[config.mk]
export PLATFORM = sky130hd
export DESIGN_NAME = dcsp_top
export DESIGN_NICKNAME = d
export VERILOG_FILES = /design/src/dcsp_pkg.sv /design/src/dcsp_stream_if.sv /design/src/dcsp_top.sv /design/src/dcsp_fifo.sv
export VERILOG_INCLUDE_DIRS = /design/src
export SDC_FILE = /design/constraint.sdc
export NUM_CORES = 1
export LEC_CHECK = 0
export ABC_AREA = 1
export BUFFER_PORTS_ARGS = -buffer_cell sky130_fd_sc_hd__buf_2
export CAP_MARGIN = 15
export CORE_AREA = 2 2 194 196
export DETAILED_ROUTE_END_ITERATION = 16
export DIE_AREA = 0 0 196 198
export GPL_TIMING_DRIVEN = 1
export PLACE_DENSITY = 0.81
export RECOVER_POWER = 50
export SKIP_LAST_GASP = 1
export SLEW_MARGIN = 25
export SYNTH_ARGS = -nofsm -noshare
export SYNTH_HDL_FRONTEND = slang
export SYNTH_HIERARCHICAL = 1
export SYNTH_SLANG_ARGS = --single-unit
[constraint.sdc]
create_clock -name clk -period 29.1 [get_ports clk]
set_input_delay 2.91 -clock clk [delete_from_list [all_inputs] [get_ports clk]]
set_output_delay 2.91 -clock clk [all_outputs]
set_load 0.03 [all_outputs]
[src/dcsp_consts.svh]
// Operation
// - 216-bit shift register takes the serial input into bit 0 on each rise.
// - Every shift-clock rise moves all bits one place toward the MSB.
// - The register MSB is shown continuously on the serial output.
// - The serial output changes in step with each shift-clock rise.
// - Register copied to holding latch 3 ms to 7 ms after clock stops.
// - Blue counter counts blue reference clock rises while display enabled.
// - Green counter counts green reference clock rises while display enabled.
// - Red counter counts red reference clock rises while display enabled.
`ifndef DCSP_CONSTS_SVH
`define DCSP_CONSTS_SVH
`define DCSP_SR_BITS 216
`define DCSP_GRAY_BITS 12
`define DCSP_CLK_MHZ 100
`define DCSP_COPY_MIN_MS 3
`define DCSP_COPY_MAX_MS 7
`define DCSP_COPY_MIN_CYC (`DCSP_COPY_MIN_MS * 1000 * `DCSP_CLK_MHZ)
`define DCSP_COPY_MAX_CYC (`DCSP_COPY_MAX_MS * 1000 * `DCSP_CLK_MHZ)
`define DCSP_TMR_BITS 20
`define DCSP_FIFO_WIDTH 1
`define DCSP_FIFO_DEPTH 16
`define DCSP_FIFO_AW 4
`endif

[src/dcsp_pkg.sv]
package dcsp_pkg;
   typedef enum logic [1:0] {
      DCSP_IDLE = 2'h0,
      DCSP_WAIT = 2'h1,
      DCSP_COPY = 2'h3
   } dcsp_state_e;
endpackage

[src/dcsp_stream_if.sv]
`timescale 1ns/1ps
`include "dcsp_consts.svh"
interface dcsp_stream_if;
   logic push_valid;
   logic push_ready;
   logic [`DCSP_FIFO_WIDTH-1:0] push_data;
   logic pop_valid;
   logic pop_ready;
   logic [`DCSP_FIFO_WIDTH-1:0] pop_data;
   modport user (output push_valid, output push_data, input push_ready,
      input pop_valid, input pop_data, output pop_ready);
   modport fifo (input push_valid, input push_data, output push_ready,
      output pop_valid, output pop_data, input pop_ready);
endinterface // dcsp_stream_if

[src/dcsp_top.sv]
`timescale 1ns/1ps
`include "dcsp_consts.svh"
module dcsp_top
   import dcsp_pkg::*;
#(
   parameter int COPY_DELAY_CYC = `DCSP_COPY_MIN_CYC
) (
   input wire logic clk,
   input wire logic sys_rst,
   input wire logic ce,
   input wire logic trim_port_shift_clock,
   input wire logic trim_port_serial_in,
   input wire logic blue_group_ref_clock,
   input wire logic green_group_ref_clock,
   input wire logic red_group_ref_clock,
   input wire logic display_enable,
   output logic trim_port_serial_out,
   output logic [`DCSP_SR_BITS-1:0] holding_latch,
   output logic holding_latch_loaded,
   output logic [`DCSP_GRAY_BITS-1:0] blue_gray_count,
   output logic [`DCSP_GRAY_BITS-1:0] green_gray_count,
   output logic [`DCSP_GRAY_BITS-1:0] red_gray_count,
   output logic display_active,
   output logic trim_port_overrun
);
   function automatic logic rose(input logic prev, input logic cur);
      return cur && !prev;
   endfunction

   function automatic logic [`DCSP_GRAY_BITS-1:0] gray_next(
      input logic [`DCSP_GRAY_BITS-1:0] cnt, input logic en,
      input logic tick);
      logic [`DCSP_GRAY_BITS-1:0] r;
      r = cnt;
      if (!en) begin
         r = '0;
      end else if (tick) begin
         r = cnt + 1'b1;
      end
      return r;
   endfunction

   // Two-stage synchronisers plus one history stage for edge finding
   logic [5:0] sync1_reg;
   logic [5:0] sync2_reg;
   logic [3:0] hist_reg;
   logic [`DCSP_SR_BITS-1:0] shift_reg;
   logic [`DCSP_TMR_BITS-1:0] idle_tmr_reg;
   dcsp_state_e state_reg;
   dcsp_state_e state_next;

   wire sck_s = sync2_reg[0];
   wire sin_s = sync2_reg[1];
   wire bck_s = sync2_reg[2];
   wire gck_s = sync2_reg[3];
   wire rck_s = sync2_reg[4];
   wire den_s = sync2_reg[5];
   wire sck_rise = rose(hist_reg[0], sck_s);
   wire bck_rise = rose(hist_reg[1], bck_s);
   wire gck_rise = rose(hist_reg[2], gck_s);
   wire rck_rise = rose(hist_reg[3], rck_s);

   dcsp_stream_if bit_q ();

   dcsp_fifo #(
      .WIDTH(`DCSP_FIFO_WIDTH),
      .DEPTH(`DCSP_FIFO_DEPTH),
      .AW(`DCSP_FIFO_AW)
   ) u_fifo (
      .clk(clk),
      .sys_rst(sys_rst),
      .ce(ce),
      .s(bit_q.fifo)
   );

   // Each shift-clock rise pushes the sampled input bit
   assign bit_q.push_valid = sck_rise;
   assign bit_q.push_data = sin_s;
   wire in_copy = (state_reg == DCSP_COPY);
   // Draining stalls while the latch copy runs
   assign bit_q.pop_ready = !in_copy;
   wire bit_take = bit_q.pop_valid && bit_q.pop_ready;
   wire tmr_clear = bit_take || (state_reg != DCSP_WAIT);
   wire tmr_done =
      (idle_tmr_reg == `DCSP_TMR_BITS'(COPY_DELAY_CYC - 1));

   always_comb begin
      state_next = state_reg;
      case (state_reg)
         DCSP_IDLE: begin
            if (bit_take) begin
               state_next = DCSP_WAIT;
            end
         end
         DCSP_WAIT: begin
            if (!bit_take && !bit_q.pop_valid && tmr_done) begin
               state_next = DCSP_COPY;
            end
         end
         DCSP_COPY: begin
            state_next = DCSP_IDLE;
         end
         default: begin
            state_next = DCSP_IDLE;
         end
      endcase
   end

   always_ff @(posedge clk or posedge sys_rst) begin
      if (sys_rst) begin
         sync1_reg <= '0;
      end else if (ce) begin
         sync1_reg <= {display_enable, red_group_ref_clock,
            green_group_ref_clock, blue_group_ref_clock,
            trim_port_serial_in, trim_port_shift_clock};
      end
   end

   always_ff @(posedge clk or posedge sys_rst) begin
      if (sys_rst) begin
         sync2_reg <= '0;
      end else if (ce) begin
         sync2_reg <= sync1_reg;
      end
   end

   // Resets to the idle low level, so no false edge follows reset
   always_ff @(posedge clk or posedge sys_rst) begin
      if (sys_rst) begin
         hist_reg <= '0;
      end else if (ce) begin
         hist_reg <= {rck_s, gck_s, bck_s, sck_s};
      end
   end

   always_ff @(posedge clk or posedge sys_rst) begin
      if (sys_rst) begin
         shift_reg <= '0;
      end else if (ce && bit_take) begin
         shift_reg <= {shift_reg[`DCSP_SR_BITS-2:0], bit_q.pop_data[0]};
      end
   end

   always_ff @(posedge clk or posedge sys_rst) begin
      if (sys_rst) begin
         trim_port_serial_out <= 1'b0;
      end else if (ce && bit_take) begin
         trim_port_serial_out <= shift_reg[`DCSP_SR_BITS-2];
      end
   end

   always_ff @(posedge clk or posedge sys_rst) begin
      if (sys_rst) begin
         state_reg <= DCSP_IDLE;
      end else if (ce) begin
         state_reg <= state_next;
      end
   end

   always_ff @(posedge clk or posedge sys_rst) begin
      if (sys_rst) begin
         idle_tmr_reg <= '0;
      end else if (ce) begin
         if (tmr_clear) begin
            idle_tmr_reg <= '0;
         end else if (!tmr_done) begin
            idle_tmr_reg <= idle_tmr_reg + 1'b1;
         end
      end
   end

   always_ff @(posedge clk or posedge sys_rst) begin
      if (sys_rst) begin
         holding_latch_loaded <= 1'b0;
      end else if (ce) begin
         holding_latch_loaded <= in_copy;
      end
   end

   always_ff @(posedge clk or posedge sys_rst) begin
      if (sys_rst) begin
         holding_latch <= '0;
      end else if (ce && in_copy) begin
         holding_latch <= shift_reg;
      end
   end

   always_ff @(posedge clk or posedge sys_rst) begin
      if (sys_rst) begin
         trim_port_overrun <= 1'b0;
      end else if (ce && sck_rise && !bit_q.push_ready) begin
         trim_port_overrun <= 1'b1;
      end
   end

   always_ff @(posedge clk or posedge sys_rst) begin
      if (sys_rst) begin
         blue_gray_count <= '0;
      end else if (ce) begin
         blue_gray_count <= gray_next(blue_gray_count, den_s, bck_rise);
      end
   end

   always_ff @(posedge clk or posedge sys_rst) begin
      if (sys_rst) begin
         green_gray_count <= '0;
      end else if (ce) begin
         green_gray_count <= gray_next(green_gray_count, den_s, gck_rise);
      end
   end

   always_ff @(posedge clk or posedge sys_rst) begin
      if (sys_rst) begin
         red_gray_count <= '0;
      end else if (ce) begin
         red_gray_count <= gray_next(red_gray_count, den_s, rck_rise);
      end
   end

   always_ff @(posedge clk or posedge sys_rst) begin
      if (sys_rst) begin
         display_active <= 1'b0;
      end else if (ce) begin
         display_active <= den_s;
      end
   end
endmodule // dcsp_top

[src/dcsp_fifo.sv]
`timescale 1ns/1ps
`include "dcsp_consts.svh"
module dcsp_fifo #(
   parameter int WIDTH = `DCSP_FIFO_WIDTH,
   parameter int DEPTH = `DCSP_FIFO_DEPTH,
   parameter int AW = `DCSP_FIFO_AW
) (
   input wire logic clk,
   input wire logic sys_rst,
   input wire logic ce,
   dcsp_stream_if.fifo s
);
   logic [WIDTH-1:0] mem [DEPTH];
   logic [AW-1:0] wr_ptr_reg;
   logic [AW-1:0] rd_ptr_reg;
   logic [AW:0] cnt_reg;
   logic out_valid_reg;
   logic [WIDTH-1:0] out_data_reg;
   // The output stage counts as one slot, so DEPTH words in all
   wire mem_full = (cnt_reg == (AW + 1)'(DEPTH - 1));
   wire mem_empty = (cnt_reg == '0);
   wire do_push = s.push_valid && !mem_full;
   wire out_free = !out_valid_reg || s.pop_ready;
   wire do_load = out_free && !mem_empty;
   wire do_drop = out_valid_reg && s.pop_ready && mem_empty;

   assign s.push_ready = !mem_full;
   assign s.pop_valid = out_valid_reg;
   assign s.pop_data = out_data_reg;

   always_ff @(posedge clk) begin
      if (ce && do_push) begin
         mem[wr_ptr_reg] <= s.push_data;
      end
   end

   always_ff @(posedge clk or posedge sys_rst) begin
      if (sys_rst) begin
         wr_ptr_reg <= '0;
         rd_ptr_reg <= '0;
         cnt_reg <= '0;
         out_valid_reg <= 1'b0;
         out_data_reg <= '0;
      end else if (ce) begin
         if (do_push) begin
            wr_ptr_reg <= wr_ptr_reg + 1'b1;
         end
         if (do_load) begin
            rd_ptr_reg <= rd_ptr_reg + 1'b1;
            out_data_reg <= mem[rd_ptr_reg];
            out_valid_reg <= 1'b1;
         end else if (do_drop) begin
            out_valid_reg <= 1'b0;
         end
         cnt_reg <= cnt_reg + (AW + 1)'(do_push) - (AW + 1)'(do_load);
      end
   end
endmodule // dcsp_fifo

==> impl_metrics.yaml <==
layout:
  antennaDiodeCount: 0
  fin_util: 0.6611
  fin_nets: 2597
  area_delta_synth_final_pct: 12.44
  layout-drive-gt1-share: 0.04636
  design_area_um2: 24430
critical_path:
  r2r_cells: 5
  crit_start: "sys_rst"
  r2r-end: "shift_reg[47]$_DFFE_PP0P_"
  crit_type: "input port to asynchronous set/reset pin"
  crit_path_max_fanout: 171
  end_kind: "asynchronous set/reset pin"
  required_ns: 27.65
  r2r-start: "u_fifo/s.pop_valid$_DFFE_PP0P_"
  reg2reg_slack_ns: 23.94
  cp.arrival_ns: 12.66
  endpoint: "holding_latch[70]$_DFFE_PP0P_"
  startpoint_type: "input port"
timing:
  slew-limit-headroom: -4.701
  timing.final.ws_setup_ns: 14.99
  hold_viol_final: 0
  rsz0062_at_grt: "no"
  tightestPinTransition_ns: 8.551
  post-route-period-util: 0.4848
  setup_viol: 0
  max_freq_ghz: 0.07089
  maxSlewViolCount: 579
  fin_tns_setup_ns: 0
  finalCriticalPeriod_ns: 14.11
  finalClockSkew_ns: 0.01872
synthesis:
  synth.yosys.warnings: 6
  syn_area_um2: 21730
  synthArstFlopShare: 0.9704
  synthTopCellsByCount: "nand2_1 (730), dfrtp_1 (524), inv_1 (227)"
  synth.distinct_cells: 42
  ys_seq_area_frac: 0.6256
  syn_inst: 2353
  syn_area_per_cell_um2: 9.234
  synth_most_common_cell: "nand2_1"
  synth_edf_count: 16
  ys_top_cells_by_area: "dfrtp_1 (60%), nand2_1 (13%), o21ai_0 (4.0%)"
  syn_nets: 2378
  yosysTopAreaCellShare: 0.6035
  synth_seq_cells: 540
  yosys_most_used_dff: "dfrtp_1"
  yosys.area.top_type: "dfrtp_1"
global_route:
  antenna_found_initial: 0
  grt_pass1_wl_um: 75820
  grt_max_degree: 265
  grt-ovfl-total: 0
  grt_pass1_vias: 15520
  gr-usage-all-layers: 0.2396
place:
  portBuffers: 264
  dpl_cell_area_um2: 23170
  dp_hpwl_um: 29090
  gp_congestion: 0.8521
  pre_cts_ws_ns: 22.11
cts:
  cts_hold_buf: 0
  cts_tree: "built"
  clkSlewWorstSetupHoldPaths_ns: 0.06
  root_buffer: "clkbuf_16"
  clk_path_buf_depth: 3
  ctsHtreeMaxLevel: 2
  cts.sinks: 540
  cts_resized: 0
  cts_buffers: 52
  postCtsSetupRepairBufs: 0
  clk_latency_ns: 0.59
floorplanning:
  io_pins: 265
  dieHeight_um: 198
  start_util: 0.5879
  core_um2: 36960
  fp.dieArea_um2: 38810
  rows: 71
  die_w_um: 196
power_and_ir_drop:
  power.leakage_uw: 0.01154
  p_per_area_nw_per_um2: 100.7
  ir_drop_mv: 0.04854
  power_uw: 2459
routing:
  ant_nets: 0
  drt-initial-drc-count: 1052
  wl_per_cell_um: 14.97
  drt-total-wl_um: 46160
  drc: 0
  viasPerCell: 5.259
  firstDrtPassIters: 5
  vias: 16220
job:
  maxCapViolCount: 5
hold_path:
  worstHoldPathType: "register to register"
status:
  status: "complete, but fails checks"
  violations: "capacitance limit, slew limit"
## worst min path at each step
stage,startpoint,to,cells after the start
floorplan,sync1_reg[3]$_DFFE_PP0P_,sync1_reg[3]$_DFFE_PP0P_,2
global placement,holding_latch[61]$_DFFE_PP0P_,holding_latch[61]$_DFFE_PP0P_,2
detailed placement,holding_latch[87]$_DFFE_PP0P_,holding_latch[87]$_DFFE_PP0P_,2
CTS,holding_latch[51]$_DFFE_PP0P_,holding_latch[51]$_DFFE_PP0P_,2
global route,holding_latch[63]$_DFFE_PP0P_,holding_latch[63]$_DFFE_PP0P_,2
finish,holding_latch[87]$_DFFE_PP0P_,holding_latch[87]$_DFFE_PP0P_,2
## routing by layer
metal  track usage  vias to the layer above  routed length [µm]
li1              -                     7874                   -
met1        0.3204                     7793               19790
met2        0.3809                      439               21710
met3       0.04940                      114                2790
met4        0.1120                        0                1867
met5             0                        -                   0
## cell families (layout without fill, tap and decap cells)
family	after synthesis	after routing	synth area share
compound gates	427	427	0.1010
xor+xnor	22	22	0.008869
fa+ha+maj	16	16	0.009559
buf+inv	344	601	0.06766
flops	540	540	0.6256
simple gates	1004	1004	0.1873
## cell usage in the layout (no fill, tap or decap), drive strengths merged
| cell type | netlist | layout |
|---|---|---|
| nand2 | 736 | 736 |
| dfrtp | 524 | 524 |
| clkbuf | 21 | 338 |
| o21ai | 335 | 335 |
| inv | 236 | 234 |
| nor2 | 161 | 161 |
| a21oi | 81 | 81 |
| nand3 | 62 | 62 |
| nor3 | 22 | 22 |
| xor2 | 19 | 19 |
| buf | 86 | 18 |
| edfxtp | 16 | 16 |
| ha | 15 | 15 |
| nand4 | 12 | 12 |
| clkinv | 1 | 9 |
| o21bai | 7 | 7 |
| or2 | 3 | 3 |
| xnor2 | 3 | 3 |
| nor4 | 3 | 3 |
| nor3b | 3 | 3 |
| a31oi | 2 | 2 |
| nand3b | 1 | 1 |
| and2 | 1 | 1 |
| o22ai | 1 | 1 |
| clkinvlp | 0 | 1 |
| bufinv | 0 | 1 |
| o211ai | 1 | 1 |
| fa | 1 | 1 |
## metrics by stage
step                std cells  hold slack, ns
floorplan                2353          0.4417
global placement         2992          0.4553
detailed placement       2992          0.4536
CTS                      3084          0.4688
global route             3084          0.4942
finish                   3084          0.4728
## worst max-delay path, stage by stage
cell and delay, ns:
clkbuf_1 0.09, clkinvlp_2 3.19, clkbuf_1 6.21
## final cells by class
class | count | area [µm²]
timing repair buffer | 272 | 1075
multi-input combinational | 1469 | 6581
clock inverter | 8 | 83.83
tap | 474 | 593.1
fill | 2992 | 12530
inverter | 237 | 899.6
sequential | 540 | 13590
clock buffer | 84 | 1604
## power breakdown
part,switching (µW),internal (µW)
clock,278,384
combinational,498,169
sequential,150,979
total,927,1530
(Power assumes the default switching activity.)
